$ cat src/pswd_consts.vh
// constants for the power-state and watchdog control block
// assumes a 50 MHz system clock and an AXI4-Lite register bus
`ifndef PSWD_CONSTS_VH
`define PSWD_CONSTS_VH
// register indices and byte addresses
`define PSWD_IDX_RESET_ID 16'h0000
`define PSWD_IDX_PWR_STATE 16'h4003
`define PSWD_IDX_WDOG 16'h4004
`define PSWD_IDX_RESET_CFG 16'h4006
`define PSWD_ADDR_RESET_ID 18'h0_0000
`define PSWD_ADDR_PWR_STATE 18'h1_000C
`define PSWD_ADDR_WDOG 18'h1_0010
`define PSWD_ADDR_RESET_CFG 18'h1_0018
`define PSWD_ADDR_INPUTS 18'h1_0100
// power state field positions
`define PSWD_ON_BIT 15
`define PSWD_SLP_BIT 14
`define PSWD_REFLP_BIT 12
`define PSWD_DLY_HI 11
`define PSWD_DLY_LO 10
`define PSWD_SRDLY_BIT 9
// watchdog field positions and the reset-config scope bit
`define PSWD_WEN_BIT 15
`define PSWD_WPAUSE_BIT 14
`define PSWD_WSRC_BIT 13
`define PSWD_WSLP_BIT 12
`define PSWD_WKICK_BIT 11
`define PSWD_SEC_HI 9
`define PSWD_SEC_LO 8
`define PSWD_PRI_HI 5
`define PSWD_PRI_LO 4
`define PSWD_PER_HI 2
`define PSWD_PER_LO 0
`define PSWD_SCOPE_BIT 10
// reset values
`define PSWD_PWR_RESET 16'h0800
`define PSWD_WATCHDOG_SOFTWARE_KICK 16'hA207
`define PSWD_PRI_RESET 2'h0
`define PSWD_SCOPE_RESET 1'b1
// action codes
`define PSWD_ACT_NONE 2'h0
`define PSWD_ACT_IRQ 2'h1
`define PSWD_ACT_RESET 2'h2
`define PSWD_ACT_WAKE 2'h3
// timing: delays in microseconds, base period in microseconds
`define PSWD_CLK_MHZ 50
`define PSWD_DLY1_US 1000
`define PSWD_DLY10_US 10000
`define PSWD_WD_BASE_US 256000
// axi responses
`define PSWD_RESP_OKAY 2'h0
`define PSWD_RESP_SLVERR 2'h2
`endif

$ cat src/pswd_ctrl.v
// power-state command and watchdog control registers with axi4-lite slave
// assumes sequencer, key and hardware kick come from the same clock domain
//
// The implementer's own choice: register access over AXI4-Lite.
`include "pswd_consts.vh"

// Function
// (RL1) on-status bit 15 reports ON, resets 0
// (RL2) writing 0 to on-status starts OFF
// (RL3) writing 1 to on-status starts nothing
// (RL4) sleep-status bit 14 reports SLEEP, resets 0
// (RL5) writing 0 to sleep-status starts WAKE
// (RL6) writing 1 to sleep-status starts SLEEP
// (RL7) bit 12 selects low-power reference mode
// (RL8) bits 11:10 select transition delay 0/1ms/10ms
// (RL9) bit 9 delays software reset by delay
// (RL10) watchdog enable bit 15, resets 1, no restart
// (RL11) pause bit 14 freezes watchdog count
// (RL12) source bit 13: hardware or software kick
// (RL13) sleep-enable bit 12 gates watchdog in SLEEP
// (RL14) software kick bit 11 restarts if software source
// (RL15) primary action bits 5:4 on timeout
// (RL16) secondary action bits 9:8, resets device reset
// (RL17) period bits 2:0; secondary after two periods
// (RL18) protected fields writable only when key unlocked
// (RL19) any write to address zero: software reset
// (RL20) scope bit chooses whether map is cleared
// (RL21) restart reloads period, clears pending stages
// (RL22) locked key leaves protected fields unchanged
module pswd_ctrl #(
  parameter BASE_CYCLES = `PSWD_WD_BASE_US * `PSWD_CLK_MHZ,
  parameter DLY1_CYCLES = `PSWD_DLY1_US * `PSWD_CLK_MHZ,
  parameter DLY10_CYCLES = `PSWD_DLY10_US * `PSWD_CLK_MHZ,
  parameter [15:0] CHIP_ID = 16'h5A5A
)(
  input wire i_sys_clk,
  input wire i_resetn,
  input wire [17:0] i_awaddr,
  input wire i_awvalid,
  output reg o_awready,
  input wire [31:0] i_wdata,
  input wire [3:0] i_wstrb,
  input wire i_wvalid,
  output reg o_wready,
  output reg [1:0] o_bresp,
  output reg o_bvalid,
  input wire i_bready,
  input wire [17:0] i_araddr,
  input wire i_arvalid,
  output reg o_arready,
  output reg [31:0] o_rdata,
  output reg [1:0] o_rresp,
  output reg o_rvalid,
  input wire i_rready,
  input wire i_sys_on,
  input wire i_sys_sleep,
  input wire i_key_unlocked,
  input wire i_hw_kick,
  output reg o_off_req,
  output reg o_sleep_req,
  output reg o_wake_req,
  output reg o_lowpower_reference_select,
  output reg o_soft_reset,
  output reg o_soft_reset_clear_map,
  output reg o_wdog_irq,
  output reg o_wdog_device_reset
);

  reg aw_held;
  reg w_held;
  reg [17:0] aw_addr;
  reg [31:0] w_data;
  reg [3:0] w_strb;
  reg lowpower_reference_select;
  reg [1:0] transition_delay_select;
  reg soft_reset_delay_enable;
  reg watchdog_enable_bit;
  reg watchdog_pause;
  reg watchdog_kick_source;
  reg watchdog_sleep_enable;
  reg [1:0] watchdog_secondary_action;
  reg [1:0] watchdog_primary_action;
  reg [2:0] watchdog_period_select;
  reg soft_reset_scope_select;
  reg [36:0] wd_count;
  reg wd_primary_done;
  reg sr_pending;
  reg [31:0] sr_count;
  reg [31:0] rd_word;
  reg [31:0] next_sr_load;
  wire wr_go;
  wire lo_ok;
  wire hi_ok;
  wire wd_running;
  wire kick;
  wire wd_expire;
  wire [36:0] period_cycles;

  // cycles of the selected watchdog period
  function [36:0] period_len;
    input [2:0] sel;
    begin
      period_len = {5'h00, BASE_CYCLES[31:0]} << sel;
    end
  endfunction

  // cycles of the selected transition delay
  function [31:0] delay_len;
    input [1:0] sel;
    begin
      case (sel)
        2'h2: delay_len = DLY1_CYCLES;
        2'h3: delay_len = DLY10_CYCLES;
        default: delay_len = 32'h0000_0000;
      endcase
    end
  endfunction

  assign wr_go = aw_held && w_held && !o_bvalid;
  assign lo_ok = w_strb[0];
  assign hi_ok = w_strb[1];
  assign period_cycles = period_len(watchdog_period_select);
  assign wd_running = watchdog_enable_bit && !watchdog_pause &&
                      (!i_sys_sleep || watchdog_sleep_enable); // see (RL10) see (RL11) see (RL13)
  // software kick only when software source, hardware only otherwise
  assign kick = watchdog_kick_source ?
                (wr_go && aw_addr == `PSWD_ADDR_WDOG && hi_ok && w_data[`PSWD_WKICK_BIT]) :
                i_hw_kick; // see (RL12) see (RL14)
  assign wd_expire = wd_running && (wd_count + 37'h1 >= period_cycles);

  always @*
  begin
    next_sr_load = soft_reset_delay_enable ? delay_len(transition_delay_select) :
                   32'h0000_0000; // see (RL9)
  end

  always @*
  begin
    case (i_araddr)
      `PSWD_ADDR_RESET_ID: rd_word = {16'h0000, CHIP_ID};
      `PSWD_ADDR_PWR_STATE: rd_word = {16'h0000, i_sys_on, i_sys_sleep, 1'b0,
        lowpower_reference_select, transition_delay_select, soft_reset_delay_enable,
        9'h000}; // see (RL1) see (RL4)
      `PSWD_ADDR_WDOG: rd_word = {16'h0000, watchdog_enable_bit, watchdog_pause,
        watchdog_kick_source, watchdog_sleep_enable, 2'h0, watchdog_secondary_action,
        2'h0, watchdog_primary_action, 1'b0, watchdog_period_select};
      `PSWD_ADDR_RESET_CFG: rd_word = {21'h00_0000, soft_reset_scope_select, 10'h000};
      default: rd_word = 32'h0000_0000;
    endcase
  end

  // write channel capture and response
  always @(posedge i_sys_clk or negedge i_resetn)
  begin
    if (!i_resetn)
    begin
      aw_held <= 1'b0;
      w_held <= 1'b0;
      aw_addr <= 18'h0_0000;
      w_data <= 32'h0000_0000;
      w_strb <= 4'h0;
      o_awready <= 1'b0;
      o_wready <= 1'b0;
      o_bvalid <= 1'b0;
      o_bresp <= `PSWD_RESP_OKAY;
    end
    else
    begin
      o_awready <= !aw_held && !o_awready && !o_bvalid;
      o_wready <= !w_held && !o_wready && !o_bvalid;
      if (i_awvalid && o_awready)
      begin
        aw_held <= 1'b1;
        aw_addr <= i_awaddr;
      end
      if (i_wvalid && o_wready)
      begin
        w_held <= 1'b1;
        w_data <= i_wdata;
        w_strb <= i_wstrb;
      end
      if (wr_go)
      begin
        o_bvalid <= 1'b1;
        aw_held <= 1'b0;
        w_held <= 1'b0;
        case (aw_addr)
          `PSWD_ADDR_RESET_ID, `PSWD_ADDR_PWR_STATE, `PSWD_ADDR_WDOG,
          `PSWD_ADDR_RESET_CFG: o_bresp <= `PSWD_RESP_OKAY;
          default: o_bresp <= `PSWD_RESP_SLVERR;
        endcase
      end
      else if (o_bvalid && i_bready)
        o_bvalid <= 1'b0;
    end
  end

  // read channel
  always @(posedge i_sys_clk or negedge i_resetn)
  begin
    if (!i_resetn)
    begin
      o_arready <= 1'b0;
      o_rvalid <= 1'b0;
      o_rdata <= 32'h0000_0000;
      o_rresp <= `PSWD_RESP_OKAY;
    end
    else
    begin
      o_arready <= !o_arready && !o_rvalid && i_arvalid;
      if (i_arvalid && o_arready)
      begin
        o_rvalid <= 1'b1;
        o_rdata <= rd_word;
        case (i_araddr)
          `PSWD_ADDR_RESET_ID, `PSWD_ADDR_PWR_STATE, `PSWD_ADDR_WDOG,
          `PSWD_ADDR_RESET_CFG: o_rresp <= `PSWD_RESP_OKAY;
          default: o_rresp <= `PSWD_RESP_SLVERR;
        endcase
      end
      else if (o_rvalid && i_rready)
        o_rvalid <= 1'b0;
    end
  end

  // registers, commands and software reset
  always @(posedge i_sys_clk or negedge i_resetn)
  begin
    if (!i_resetn)
    begin
      lowpower_reference_select <= 1'b0;
      transition_delay_select <= 2'h2;
      soft_reset_delay_enable <= 1'b0;
      watchdog_enable_bit <= 1'b1;
      watchdog_pause <= 1'b0;
      watchdog_kick_source <= 1'b1;
      watchdog_sleep_enable <= 1'b0;
      watchdog_secondary_action <= `PSWD_ACT_RESET;
      watchdog_primary_action <= `PSWD_PRI_RESET;
      watchdog_period_select <= 3'h7;
      soft_reset_scope_select <= `PSWD_SCOPE_RESET;
      o_off_req <= 1'b0;
      o_sleep_req <= 1'b0;
      o_wake_req <= 1'b0;
      o_lowpower_reference_select <= 1'b0;
      o_soft_reset <= 1'b0;
      o_soft_reset_clear_map <= 1'b0;
      sr_pending <= 1'b0;
      sr_count <= 32'h0000_0000;
    end
    else
    begin
      o_off_req <= 1'b0;
      o_sleep_req <= 1'b0;
      o_wake_req <= wd_expire && (wd_primary_done ?
                    watchdog_secondary_action : watchdog_primary_action) == `PSWD_ACT_WAKE;
      o_soft_reset <= 1'b0;
      o_lowpower_reference_select <= lowpower_reference_select; // see (RL7)
      if (sr_pending)
      begin
        if (sr_count == 32'h0000_0000)
        begin
          sr_pending <= 1'b0;
          o_soft_reset <= 1'b1; // see (RL19)
          o_soft_reset_clear_map <= !soft_reset_scope_select; // see (RL20)
          if (!soft_reset_scope_select)
          begin
            lowpower_reference_select <= 1'b0;
            transition_delay_select <= 2'h2;
            soft_reset_delay_enable <= 1'b0;
            watchdog_enable_bit <= 1'b1;
            watchdog_pause <= 1'b0;
            watchdog_kick_source <= 1'b1;
            watchdog_sleep_enable <= 1'b0;
            watchdog_secondary_action <= `PSWD_ACT_RESET;
            watchdog_primary_action <= `PSWD_PRI_RESET;
            watchdog_period_select <= 3'h7;
          end
        end
        else
          sr_count <= sr_count - 32'h0000_0001;
      end
      if (wr_go)
      begin
        case (aw_addr)
          `PSWD_ADDR_RESET_ID:
          begin
            sr_pending <= 1'b1;
            sr_count <= next_sr_load; // see (RL19)
          end
          `PSWD_ADDR_PWR_STATE:
          begin
            if (hi_ok)
            begin
              lowpower_reference_select <= w_data[`PSWD_REFLP_BIT];
              transition_delay_select <= w_data[`PSWD_DLY_HI:`PSWD_DLY_LO]; // see (RL8)
              soft_reset_delay_enable <= w_data[`PSWD_SRDLY_BIT];
              o_off_req <= !w_data[`PSWD_ON_BIT]; // see (RL2) see (RL3)
              o_sleep_req <= w_data[`PSWD_SLP_BIT]; // see (RL6)
              if (!w_data[`PSWD_SLP_BIT])
                o_wake_req <= 1'b1; // see (RL5)
            end
          end
          `PSWD_ADDR_WDOG:
          begin
            if (i_key_unlocked) // see (RL18) see (RL22)
            begin
              if (hi_ok)
              begin
                watchdog_enable_bit <= w_data[`PSWD_WEN_BIT];
                watchdog_pause <= w_data[`PSWD_WPAUSE_BIT];
                watchdog_kick_source <= w_data[`PSWD_WSRC_BIT];
                watchdog_sleep_enable <= w_data[`PSWD_WSLP_BIT];
                watchdog_secondary_action <= w_data[`PSWD_SEC_HI:`PSWD_SEC_LO]; // see (RL16)
              end
              if (lo_ok)
              begin
                watchdog_primary_action <= w_data[`PSWD_PRI_HI:`PSWD_PRI_LO]; // see (RL15)
                watchdog_period_select <= w_data[`PSWD_PER_HI:`PSWD_PER_LO]; // see (RL17)
              end
            end
          end
          `PSWD_ADDR_RESET_CFG:
          begin
            if (i_key_unlocked && hi_ok)
              soft_reset_scope_select <= w_data[`PSWD_SCOPE_BIT]; // see (RL20)
          end
          default:
          begin
            sr_pending <= sr_pending;
          end
        endcase
      end
    end
  end

  // watchdog counter and two-stage actions
  always @(posedge i_sys_clk or negedge i_resetn)
  begin
    if (!i_resetn)
    begin
      wd_count <= 37'h0_0000_0000;
      wd_primary_done <= 1'b0;
      o_wdog_irq <= 1'b0;
      o_wdog_device_reset <= 1'b0;
    end
    else
    begin
      o_wdog_irq <= 1'b0;
      o_wdog_device_reset <= 1'b0;
      if (kick)
      begin
        wd_count <= 37'h0_0000_0000; // see (RL21)
        wd_primary_done <= 1'b0;
      end
      else if (wd_expire)
      begin
        wd_count <= 37'h0_0000_0000;
        wd_primary_done <= !wd_primary_done; // see (RL17)
        case (wd_primary_done ? watchdog_secondary_action : watchdog_primary_action)
          `PSWD_ACT_IRQ: o_wdog_irq <= 1'b1; // see (RL15) see (RL16)
          `PSWD_ACT_RESET: o_wdog_device_reset <= 1'b1;
          default: o_wdog_irq <= 1'b0;
        endcase
      end
      else if (wd_running)
        wd_count <= wd_count + 37'h0_0000_0001;
    end
  end

endmodule // pswd_ctrl

$ cat config.mk
export PLATFORM = sky130hd
export DESIGN_NAME = pswd_ctrl
export DESIGN_NICKNAME = d
export VERILOG_FILES = /design/src/pswd_ctrl.v
export VERILOG_INCLUDE_DIRS = /design/src /design/src/src
export SDC_FILE = /design/constraint.sdc
export NUM_CORES = 1
export LEC_CHECK = 0
export BUFFER_PORTS_ARGS = -buffer_cell sky130_fd_sc_hd__buf_2
export CAP_MARGIN = 25
export CORE_UTILIZATION = 45
export CTS_CLUSTER_DIAMETER = 50
export DETAILED_ROUTE_END_ITERATION = 8
export PLACE_DENSITY = 0.66
export SLEW_MARGIN = 20
export SYNTH_ARGS = -nofsm -noshare
export SYNTH_HDL_FRONTEND = slang
export SYNTH_SLANG_ARGS = --single-unit
$ cat constraint.sdc
create_clock -name i_sys_clk -period 11.8 [get_ports i_sys_clk]
set_input_delay 1.18 -clock i_sys_clk [delete_from_list [all_inputs] [get_ports i_sys_clk]]
set_output_delay 1.18 -clock i_sys_clk [all_outputs]
set_load 0.01 [all_outputs]
==> impl_metrics.csv, run 1 <==
group,metric,value,unit
run_status,outcome,"finished, final reports clean",
run,drv_cap,0,
clock_tree,cts_hold_buf,0,
route,routedWlPerCell,15.6,um
layout,fin_util,53.1,%
layout,drive_above_1_share,19.6,%
placed_design,place_area,8590,um2
route,drc_errors,0,
placed_design,dp.cells,1120,
timing,report.final.setup_viol,0,
logic_synthesis,synth_cell_types,65,
power,p_leak,0.00454,uW
timing,slew_viol_final,0,
logic_synthesis,yosysSeqAreaShare,47.3,%
clock_tree,cts_tree,"done",
logic_synthesis,synth_edf_count,0,
layout,design_area,9210,um2
clock_tree,cts-root-buf,"clkbuf_16",
logic_synthesis,async_reset_ff_share,100,%
floorplan,core,17400,um2
timing,worst_pin_slew,0.925,ns
placed_design,portBuffers,91,
logic_synthesis,synthFlopType,"dfrtp_1",
placed_design,gp_congestion,0.814,
placed_design,hpwl,12900,um
logic_synthesis,syn_area_per_cell,9.66,um2
clock_tree,cts_resized,0,
global_route,grt_pass1_vias,5967,
route,vias_per_cell,5.37,
global_route,grt_max_degree,78,
route,antenna_left,0,
timing,min_period,4.97,ns
layout,layout.nets,1027,
timing,rsz0062_at_grt,"no",
layout,area_growth_syn_to_layout,14.9,%
timing,fin_worst_skew,0.0123,ns
critical_path,start_kind,"flip-flop",
layout,insertedDiodeCount,0,
clock_tree,cts_htree_levels,4,
layout,fin_cells,1153,
route,vias,6189,
global_route,grt_pass1_wl,29900,um
global_route,overflow,0,
logic_synthesis,synth_seq_cells,151,
clock_tree,cts_sinks,151,
layout,final_common_cell,"dfrtp_1",
logic_synthesis,synth_cells,830,
floorplan,design.die.area,18400,um2
layout,layout_common_cells,"143 x dfrtp_1, 101 x nand2_1, 90 x buf_2",
clock_tree,clk_latency,0.42,ns
critical_path,cp_max_fo,36,
timing,relSlewSlack,38.2,%
clock_tree,cts-buffers-inserted,17,
timing,fmax,201,MHz
floorplan,die_w,135,um
clock_tree,postCtsSetupBuffers,0,
timing,fin_setup_tns,0,ns
power,power_density,147,nW/um2
timing,hold_violations,0,
route,drt-pass1-iter-count,4,
floorplan,die_y,135,um
critical_path,crit_required,12.16,ns
critical_path,end_kind,"flip-flop",
logic_synthesis,syn_area,8020,um2
logic_synthesis,synth_warnings,0,
critical_path,worst-endpoint-arrival,5.33,ns
global_route,grt_antenna_before_repair,0,
worst_hold_path,min_path_type,"reg -> reg",
floorplan,start_util,46.2,%
clock_tree,clkTransAtPathRegs,0.06,ns
floorplan,ios,132,
timing,fin_crit_sh,42.1,%
floorplan,rows,48,
global_route,track_usage,21.1,%
power,peakVddDrop,0.000106,V
clock_tree,clockBufferDepth,2,
route,drt-initial-drc-count,372,
route,wirelength,18000,um
layout,fill_cells,1576,
critical_path,critPathKind,"reg -> reg",
sequential cells by signal, indices dropped and copies added, names as in the netlist, 2 cells and up:
name / cells
delay_len.sel: 2
sr_count: 32
watchdog_secondary_action: 2
w_data: 13
watchdog_primary_action: 2
watchdog_period_select: 3
aw_addr: 18
o_rdata: 14
w_strb: 2
wd_count: 37
metrics by stage:
step                      total power [uW]  hold WS [ns]  setup WS [ns]
after floorplan                        748         0.374           8.07
after global placement                 811         0.409           6.90
after CTS                             1360         0.419           6.82
after detailed placement               816         0.405           6.90
final                                 1350         0.416           6.83
after global routing                  1410         0.432           6.44
power breakdown:
group          switching, uW  internal (uW)  total, uW
Clock                    214            330        544
Sequential              57.1            589        646
Combinational           77.8           82.1        160
Total                    349           1000       1350
cells by family (layout without fill, tap and decap cells):
kind of cell | count (synthesis) | after routing | synth area share (%)
XOR/XNOR | 42 | 42 | 4.59
multiplexers | 37 | 37 | 5.17
AND/OR/NAND/NOR | 361 | 361 | 22.9
buffers and inverters | 68 | 148 | 4.17
AO/OA/AOI/OAI | 141 | 141 | 11.3
other | 1 | 19 | 0.0468
adder cells (fa/ha/maj) | 29 | 29 | 4.53
flip-flops | 151 | 151 | 47.3
final timing paths:
path                                      startpoint  slack [ns]                     endpoint  cells after the start
setup reg to reg                         wd_count[0]        6.83                  wd_count[4]                     17
setup / recovery                         wd_count[0]        6.83                  wd_count[4]                     17
hold / removal             lowpower_reference_select        0.42  o_lowpower_reference_select                      0
max in group asynchronous                   i_resetn        9.82             delay_len.sel[1]                      3
min in group asynchronous                   i_resetn        0.79                  wd_count[9]                      1
hold reg to reg            lowpower_reference_select        0.42  o_lowpower_reference_select                      0
synth_stat cells, types with 5 or more instances:
cell	number	share of area, %
a21o_1	23	2.2
a21oi_1	27	1.7
a22o_1	9	0.98
a31oi_1	6	0.47
and2_1	5	0.39
and3_1	13	1.0
and4_1	5	0.55
buf_4	20	1.9
clkbuf_1	23	1.1
dfrtp_1	143	45
dfstp_2	8	2.6
ha_1	29	4.5
inv_1	21	0.98
mux2_2	34	4.8
nand2_1	101	4.7
nand2b_1	7	0.55
nand3_1	35	2.2
nand4_1	18	1.4
nor2_1	80	3.7
nor2b_1	6	0.47
nor3_1	28	1.7
nor4_1	19	1.5
o21ai_0	29	1.8
o21ai_1	20	1.2
or3_1	9	0.70
or4_1	8	0.75
xnor2_1	26	2.8
xor2_1	16	1.7
cell type report:
| cell class | count | area, um2 | share of cell area, % |
|---|---|---|---|
| clock buffer | 22 | 474 | 5.15 |
| clock inverter | 10 | 119 | 1.29 |
| inverter | 22 | 82.6 | 0.896 |
| multi-input combinational | 629 | 3960 | 43.0 |
| sequential | 151 | 3790 | 41.1 |
| tap | 225 | 282 | 3.06 |
| timing repair buffer | 94 | 504 | 5.47 |
worst max-delay path, stage by stage (launching register included):
cell	delay [ns]
dfrtp_1	0.44
ha_1	0.21
nand3_1	0.25
nor3_4	0.43
nand3_1	0.21
nor2_1	0.30
nand3_1	0.15
or2_2	0.30
nand2_1	0.07
ha_1	0.24
a21o_1	0.15
a21o_1	0.17
a221oi_1	0.25
o21ai_0	0.15
a21oi_1	0.31
nand3_2	0.65
o31ai_1	0.46
a31o_1	0.14
metal layers:
metal  vias up  share of wire, %  track usage (%)
met5         -                 0                0
met4         0               1.0             5.18
met3        13               4.0             4.75
met2       109                47             33.0
met1      2979                48             29.5
li1       3088                 -                -
No activity file was read; power rests on OpenSTA's default activity.
==> run 2: changes to the inputs <==
--- a/config.mk
+++ b/config.mk
@@ -11,7 +11,7 @@
 export CORE_UTILIZATION = 45
 export CTS_CLUSTER_DIAMETER = 50
 export DETAILED_ROUTE_END_ITERATION = 8
-export PLACE_DENSITY = 0.66
+export PLACE_DENSITY = 0.69
 export SLEW_MARGIN = 20
 export SYNTH_ARGS = -nofsm -noshare
 export SYNTH_HDL_FRONTEND = slang
==> constraint.sdc (replaced) <==
create_clock -name i_sys_clk -period 4.1 [get_ports i_sys_clk]
set_input_delay 0.41 -clock i_sys_clk [delete_from_list [all_inputs] [get_ports i_sys_clk]]
set_output_delay 0.41 -clock i_sys_clk [all_outputs]
set_load 0.01 [all_outputs]
==> run 2 against run 1 <==
First-iteration DRC count up 24%. Non-clock buffer count up 13. Critical endpoint is now wd_count[8]. Core utilization up 1.1 points. Cell count up 1.1%. Die area unchanged. Wire length up 4.7%. Clock-buffer cell count down 2. Setup slack worse by 6.6 ns. Combinational power rose to 2.9 times the previous value. Sequential share of layout area down 0.81 points. Critical path type unchanged.
==> impl_metrics.csv, run 2 (synthesis results as in run 1) <==
group,metric,value,unit
floorplan,start_util,46.2,%
critical_path,end_kind,"flip-flop",
layout,top_regs,"wd_count (37), sr_count (32), aw_addr (18)",
global_route,grt_use_met1,28.1,%
floorplan,rows,48,
clock_tree,cts_htree_levels,4,
critical_path,start_kind,"flip-flop",
global_route,use_met2,33.8,%
layout,final_common_cell,"dfrtp_1",
timing,setup_slack,0.273,ns
global_route,grt_antenna_before_repair,1,
run_status,outcome,"finished, final reports clean",
route,vias,6328,
clock_tree,cts-root-buf,"clkbuf_16",
route,antenna_left,0,
power,peakVddDrop,0.000391,V
run,drv_cap,0,
placed_design,pre_cts_ws,0.0644,ns
timing,report.final.setup_viol,0,
layout,drive_above_1_share,21.5,%
global_route,grt_max_degree,105,
timing,slew_viol_final,0,
critical_path,crit_required,4.47,ns
critical_path,cp_max_fo,19,
timing,fin_crit_sh,93.3,%
layout,layout.nets,1040,
layout,fin_cells,1166,
layout,area_growth_syn_to_layout,17.3,%
route,drc_errors,0,
power,p_leak,0.00462,uW
placed_design,hpwl,13400,um
global_route,track_usage,21.2,%
timing,relSlewSlack,37.7,%
route,drt-initial-drc-count,461,
placed_design,gp_congestion,0.817,
route,wirelength,18800,um
floorplan,die_w,135,um
placed_design,portBuffers,91,
floorplan,design.die.area,18400,um2
critical_path,critPathKind,"reg -> reg",
layout,largest_reg_flops,37,
power,power_density,429,nW/um2
timing,fin_worst_skew,0.0104,ns
layout,layout_common_cells,"141 x dfrtp_1, 101 x nand2_1, 90 x buf_2",
global_route,overflow,0,
placed_design,dp.cells,1132,
timing,worst_pin_slew,0.932,ns
clock_tree,cts_sinks,151,
global_route,grt_use_met3,5.09,%
floorplan,core,17400,um2
clock_tree,postCtsSetupBuffers,0,
timing,hold_violations,0,
timing,fmax,261,MHz
clock_tree,cts_tree,"done",
floorplan,ios,132,
timing,min_period,3.83,ns
clock_tree,clockBufferDepth,2,
power,p_total,4030,uW
timing,rsz0062_at_grt,"yes",
floorplan,die_y,135,um
route,drt-pass1-iter-count,4,
route,routedWlPerCell,16.1,um
layout,insertedDiodeCount,0,
clock_tree,clkTransAtPathRegs,0.07,ns
critical_path,worst-endpoint-arrival,4.19,ns
clock_tree,cts-buffers-inserted,17,
global_route,grt_pass1_vias,5997,
global_route,top_usage_layer,"met2",
layout,fin_util,54.2,%
clock_tree,clk_latency,0.43,ns
worst_hold_path,min_path_type,"in -> reg",
route,vias_per_cell,5.43,
layout,regMostFlops,"wd_count",
global_route,grt_pass1_wl,29900,um
==> run 2: cell count changes in the layout (fill, tap and decap cells not counted), moves of 2 or more <==
cell       change
buf_4         +10
dfrtp_1        -2
dfrtp_2        +2
nor4_2         +2
bufinv_16      +2
nor4_1         -2
buf_6          +2
clkinv_2       -3
==> run 2: what timing repair did <==
item / in CTS / in global routing
pin swaps: 0 / 1
endpoints found under the setup margin: 1 / 31
hold endpoints to repair: 0 / 22
resized for setup: 1 / 9
hold buffers: 0 / 1
==> run 2: path summary, 6_finish.rpt <==
path / from / to / slack [ns] / cells past startpoint
min: i_bready / o_bvalid / 0.15 / 2
max: wd_count[21] / wd_count[8] / 0.27 / 15
min in group asynchronous: i_resetn / wd_count[18] / 0.42 / 2
max reg2reg: wd_count[21] / wd_count[8] / 0.27 / 15
min reg2reg: lowpower_reference_select / o_lowpower_reference_select / 0.43 / 0
max in group asynchronous: i_resetn / wd_count[0] / 2.59 / 4
==> run 2: area by class of cell <==
type / count / area, um2
Sequential cell: 151 / 3790
Inverter: 22 / 82.6
Fill cell: 1547 / 7960
Timing Repair Buffer: 107 / 612
Clock buffer: 20 / 457
Tap cell: 225 / 282
Multi-Input combinational cell: 629 / 3990
Clock inverter: 12 / 189
==> run 2: routing by layer <==
layer	part of all wire (%)	up-vias
met5	0.043	-
met4	2.0	2
met3	4.6	29
met2	47	149
met1	46	3039
li1	-	3109
==> run 2: worst max-delay path, stage by stage (launching register included) <==
cell      delay, ns
dfrtp_1        0.43
nand3_1        0.22
nor4_2         0.50
nand4_2        0.17
inv_1          0.10
nand3_1        0.09
xnor2_1        0.24
ha_1           0.29
a21oi_1        0.22
nand2_1        0.08
or4_1          0.42
a211oi_2       0.31
nand3_2        0.19
buf_6          0.21
nor3_1         0.19
a211o_1        0.12
==> run 2: stage by stage <==
step	TNS, ns	cell area [um2]	hold WS [ns]
global route	-0.00808	9400	0.150
CTS	0	9330	0.145
floorplan	0	8080	0.114
finish	0	9400	0.154
detailed placement	0	8680	0.399
global placement	0	8680	0.402
==> run 2: power by group <==
part           switching [uW]  total [uW]  leakage, uW  internal [uW]
logic                     228         466      0.00233            238
clock network             654        1720     0.000312           1060
registers                 159        1850      0.00199           1690
total                    1040        4030      0.00462           2990
==> run 3: changes to the inputs <==
--- a/config.mk
+++ b/config.mk
@@ -8,6 +8,7 @@
 export LEC_CHECK = 0
 export BUFFER_PORTS_ARGS = -buffer_cell sky130_fd_sc_hd__buf_2
 export CAP_MARGIN = 25
+export CORE_ASPECT_RATIO = 1.4
 export CORE_UTILIZATION = 45
 export CTS_CLUSTER_DIAMETER = 50
 export DETAILED_ROUTE_END_ITERATION = 8
@@ -16,3 +17,4 @@
 export SYNTH_ARGS = -nofsm -noshare
 export SYNTH_HDL_FRONTEND = slang
 export SYNTH_SLANG_ARGS = --single-unit
+export TNS_END_PERCENT = 50
==> run 3 against run 2 <==
Clock power decreased by 16%. Clock-buffer cell count decreased by 3. Sequential share of layout area increased by 0.36 points. Setup slack improved by 0.019 ns. Flip-flop and latch count unchanged. Combinational power decreased by 3%. Cell count increased by 1.1%. Core utilization decreased by 0.61 points. Critical path depth increased by 1. Wire length increased by 0.44%. Total power decreased by 7.2%. First-iteration DRC count decreased by 33%.
==> impl_metrics.csv, run 3 (synthesis results as in run 1) <==
group,metric,value,unit
placed_design,hpwl,13800,um
clock_tree,clockBufferDepth,2,
layout,layout_common_cells,"141 x dfrtp_1, 101 x nand2_1, 90 x buf_2",
timing,fin_crit_sh,92.9,%
critical_path,ff2ff_path_depth,16,
layout,area_growth_syn_to_layout,16.2,%
power,p_leak,0.00461,uW
run_status,outcome,"finished, final reports clean",
layout,top_regs,"wd_count (37), sr_count (32), aw_addr (18)",
critical_path,cp_max_fo,36,
clock_tree,cts-root-buf,"clkbuf_16",
critical_path,timing.reg2reg.setup_slack,0.29,ns
placed_design,place_area,8740,um2
route,vias_per_cell,5.40,
floorplan,start_util,46.1,%
floorplan,core,17400,um2
global_route,overflow,0,
route,drt-pass1-iter-count,5,
route,drc_errors,0,
clock_tree,clkTransAtPathRegs,0.06,ns
timing,rsz0062_at_grt,"no",
layout,final_common_cell,"dfrtp_1",
critical_path,start_kind,"flip-flop",
floorplan,design.die.area,18400,um2
clock_tree,clk_latency,0.43,ns
layout,fin_util,53.6,%
worst_hold_path,min_path_type,"in -> async",
layout,regMostFlops,"wd_count",
global_route,grt_max_degree,100,
layout,fill_cells,1658,
placed_design,dp.cells,1147,
global_route,grt_antenna_before_repair,0,
clock_tree,cts_tree,"done",
floorplan,rows,57,
critical_path,r2r-end,"wd_count[4]",
timing,fmax,263,MHz
critical_path,worst-endpoint-arrival,4.17,ns
critical_path,crit_required,4.47,ns
critical_path,crit_end,"wd_count[4]",
timing,worst_pin_slew,0.915,ns
route,antenna_left,0,
critical_path,critPathKind,"reg -> reg",
timing,slew_viol_final,0,
run,drv_cap,0,
critical_path,end_kind,"flip-flop",
layout,design_area,9320,um2
layout,fin_cells,1179,
power,power_density,402,nW/um2
clock_tree,cts-buffers-inserted,17,
placed_design,gp_congestion,0.835,
placed_design,portBuffers,91,
critical_path,crit_start,"wd_count[0]",
layout,layout.nets,1042,
timing,relSlewSlack,39.0,%
route,drt-initial-drc-count,308,
layout,insertedDiodeCount,0,
power,peakVddDrop,0.000353,V
critical_path,r2r_start,"wd_count[0]",
floorplan,die_y,160,um
timing,fin_setup_tns,0,ns
global_route,track_usage,22.1,%
floorplan,ios,132,
layout,largest_reg_flops,37,
clock_tree,cts_htree_levels,4,
timing,fin_worst_skew,0.0124,ns
timing,report.final.setup_viol,0,
timing,hold_violations,0,
global_route,grt_pass1_wl,31400,um
timing,min_period,3.81,ns
route,routedWlPerCell,16.0,um
route,vias,6362,
floorplan,die_w,115,um
clock_tree,cts_sinks,151,
route,wirelength,18900,um
layout,drive_above_1_share,21.8,%
global_route,grt_pass1_vias,6367,
## run 3: routing by layer
layer | wire length (um) | vias up | track usage (%)
met5 | 0 | - | 0
met4 | 588 | 0 | 9.86
met3 | 621 | 37 | 4.21
met2 | 10300 | 116 | 40.6
met1 | 7390 | 3089 | 24.4
li1 | - | 3120 | -
## run 3: how the worst min path moves through the flow
stage	from	to	slack (ns)	depth (start not counted)
detailed placement	lowpower_reference_select	o_lowpower_reference_select	0.45	0
finish	i_resetn	wd_count[23]	0.06	1
CTS	i_resetn	wd_count[23]	0.11	1
global route	i_resetn	wd_count[23]	0.13	1
floorplan	i_resetn	aw_addr[0]	0.11	0
global placement	o_arready	o_arready	0.44	1
## run 3: cell type report
cell class / instances / area, um2 / area share (%)
clock buffers: 17 / 425 / 4.56
clock inverters: 15 / 116 / 1.25
inverters: 22 / 82.6 / 0.886
multi-input cells: 629 / 4000 / 42.9
flip-flops and latches: 151 / 3790 / 40.7
well taps: 236 / 295 / 3.17
repair buffers: 109 / 609 / 6.54
## run 3: critical path: stages, from the launching register on
cell and delay (ns):
dfrtp_2 0.41, ha_1 0.19, nand3_1 0.15, nor3_4 0.22, nand3_2 0.14, or4_1 0.44, or2_2 0.30, nand2_1 0.08
ha_1 0.24, and4_1 0.20, a221oi_1 0.31, o21ai_0 0.19, a21oi_2 0.23, nand3_2 0.12, buf_12 0.20, o31ai_1 0.20
a31o_1 0.12
## run 3: what timing repair did
action                     in CTS  in global routing
hold buffers                    0                  0
resized for setup               0                  9
setup endpoints to repair       0                 30
buffers inserted                0                  0
## run 3: metrics by stage
| stage | setup slack (ns) | hold WS (ns) | power, uW |
|---|---|---|---|
| 2_1_floorplan | 0.373 | 0.114 | 2150 |
| 3_3_place_gp | 0.154 | 0.441 | 2310 |
| 3_5_place_dp | 0.0874 | 0.445 | 2320 |
| 4_1_cts | 0.0461 | 0.111 | 3780 |
| 5_1_grt | 0.00157 | 0.133 | 3920 |
| 6_report | 0.292 | 0.0638 | 3740 |
## run 3: where the power goes
| group | total (uW) | internal, uW | switching (uW) |
|---|---|---|---|
| clock | 1450 | 785 | 667 |
| combinational | 451 | 234 | 217 |
| sequential | 1840 | 1690 | 145 |
| total | 3740 | 2710 | 1030 |
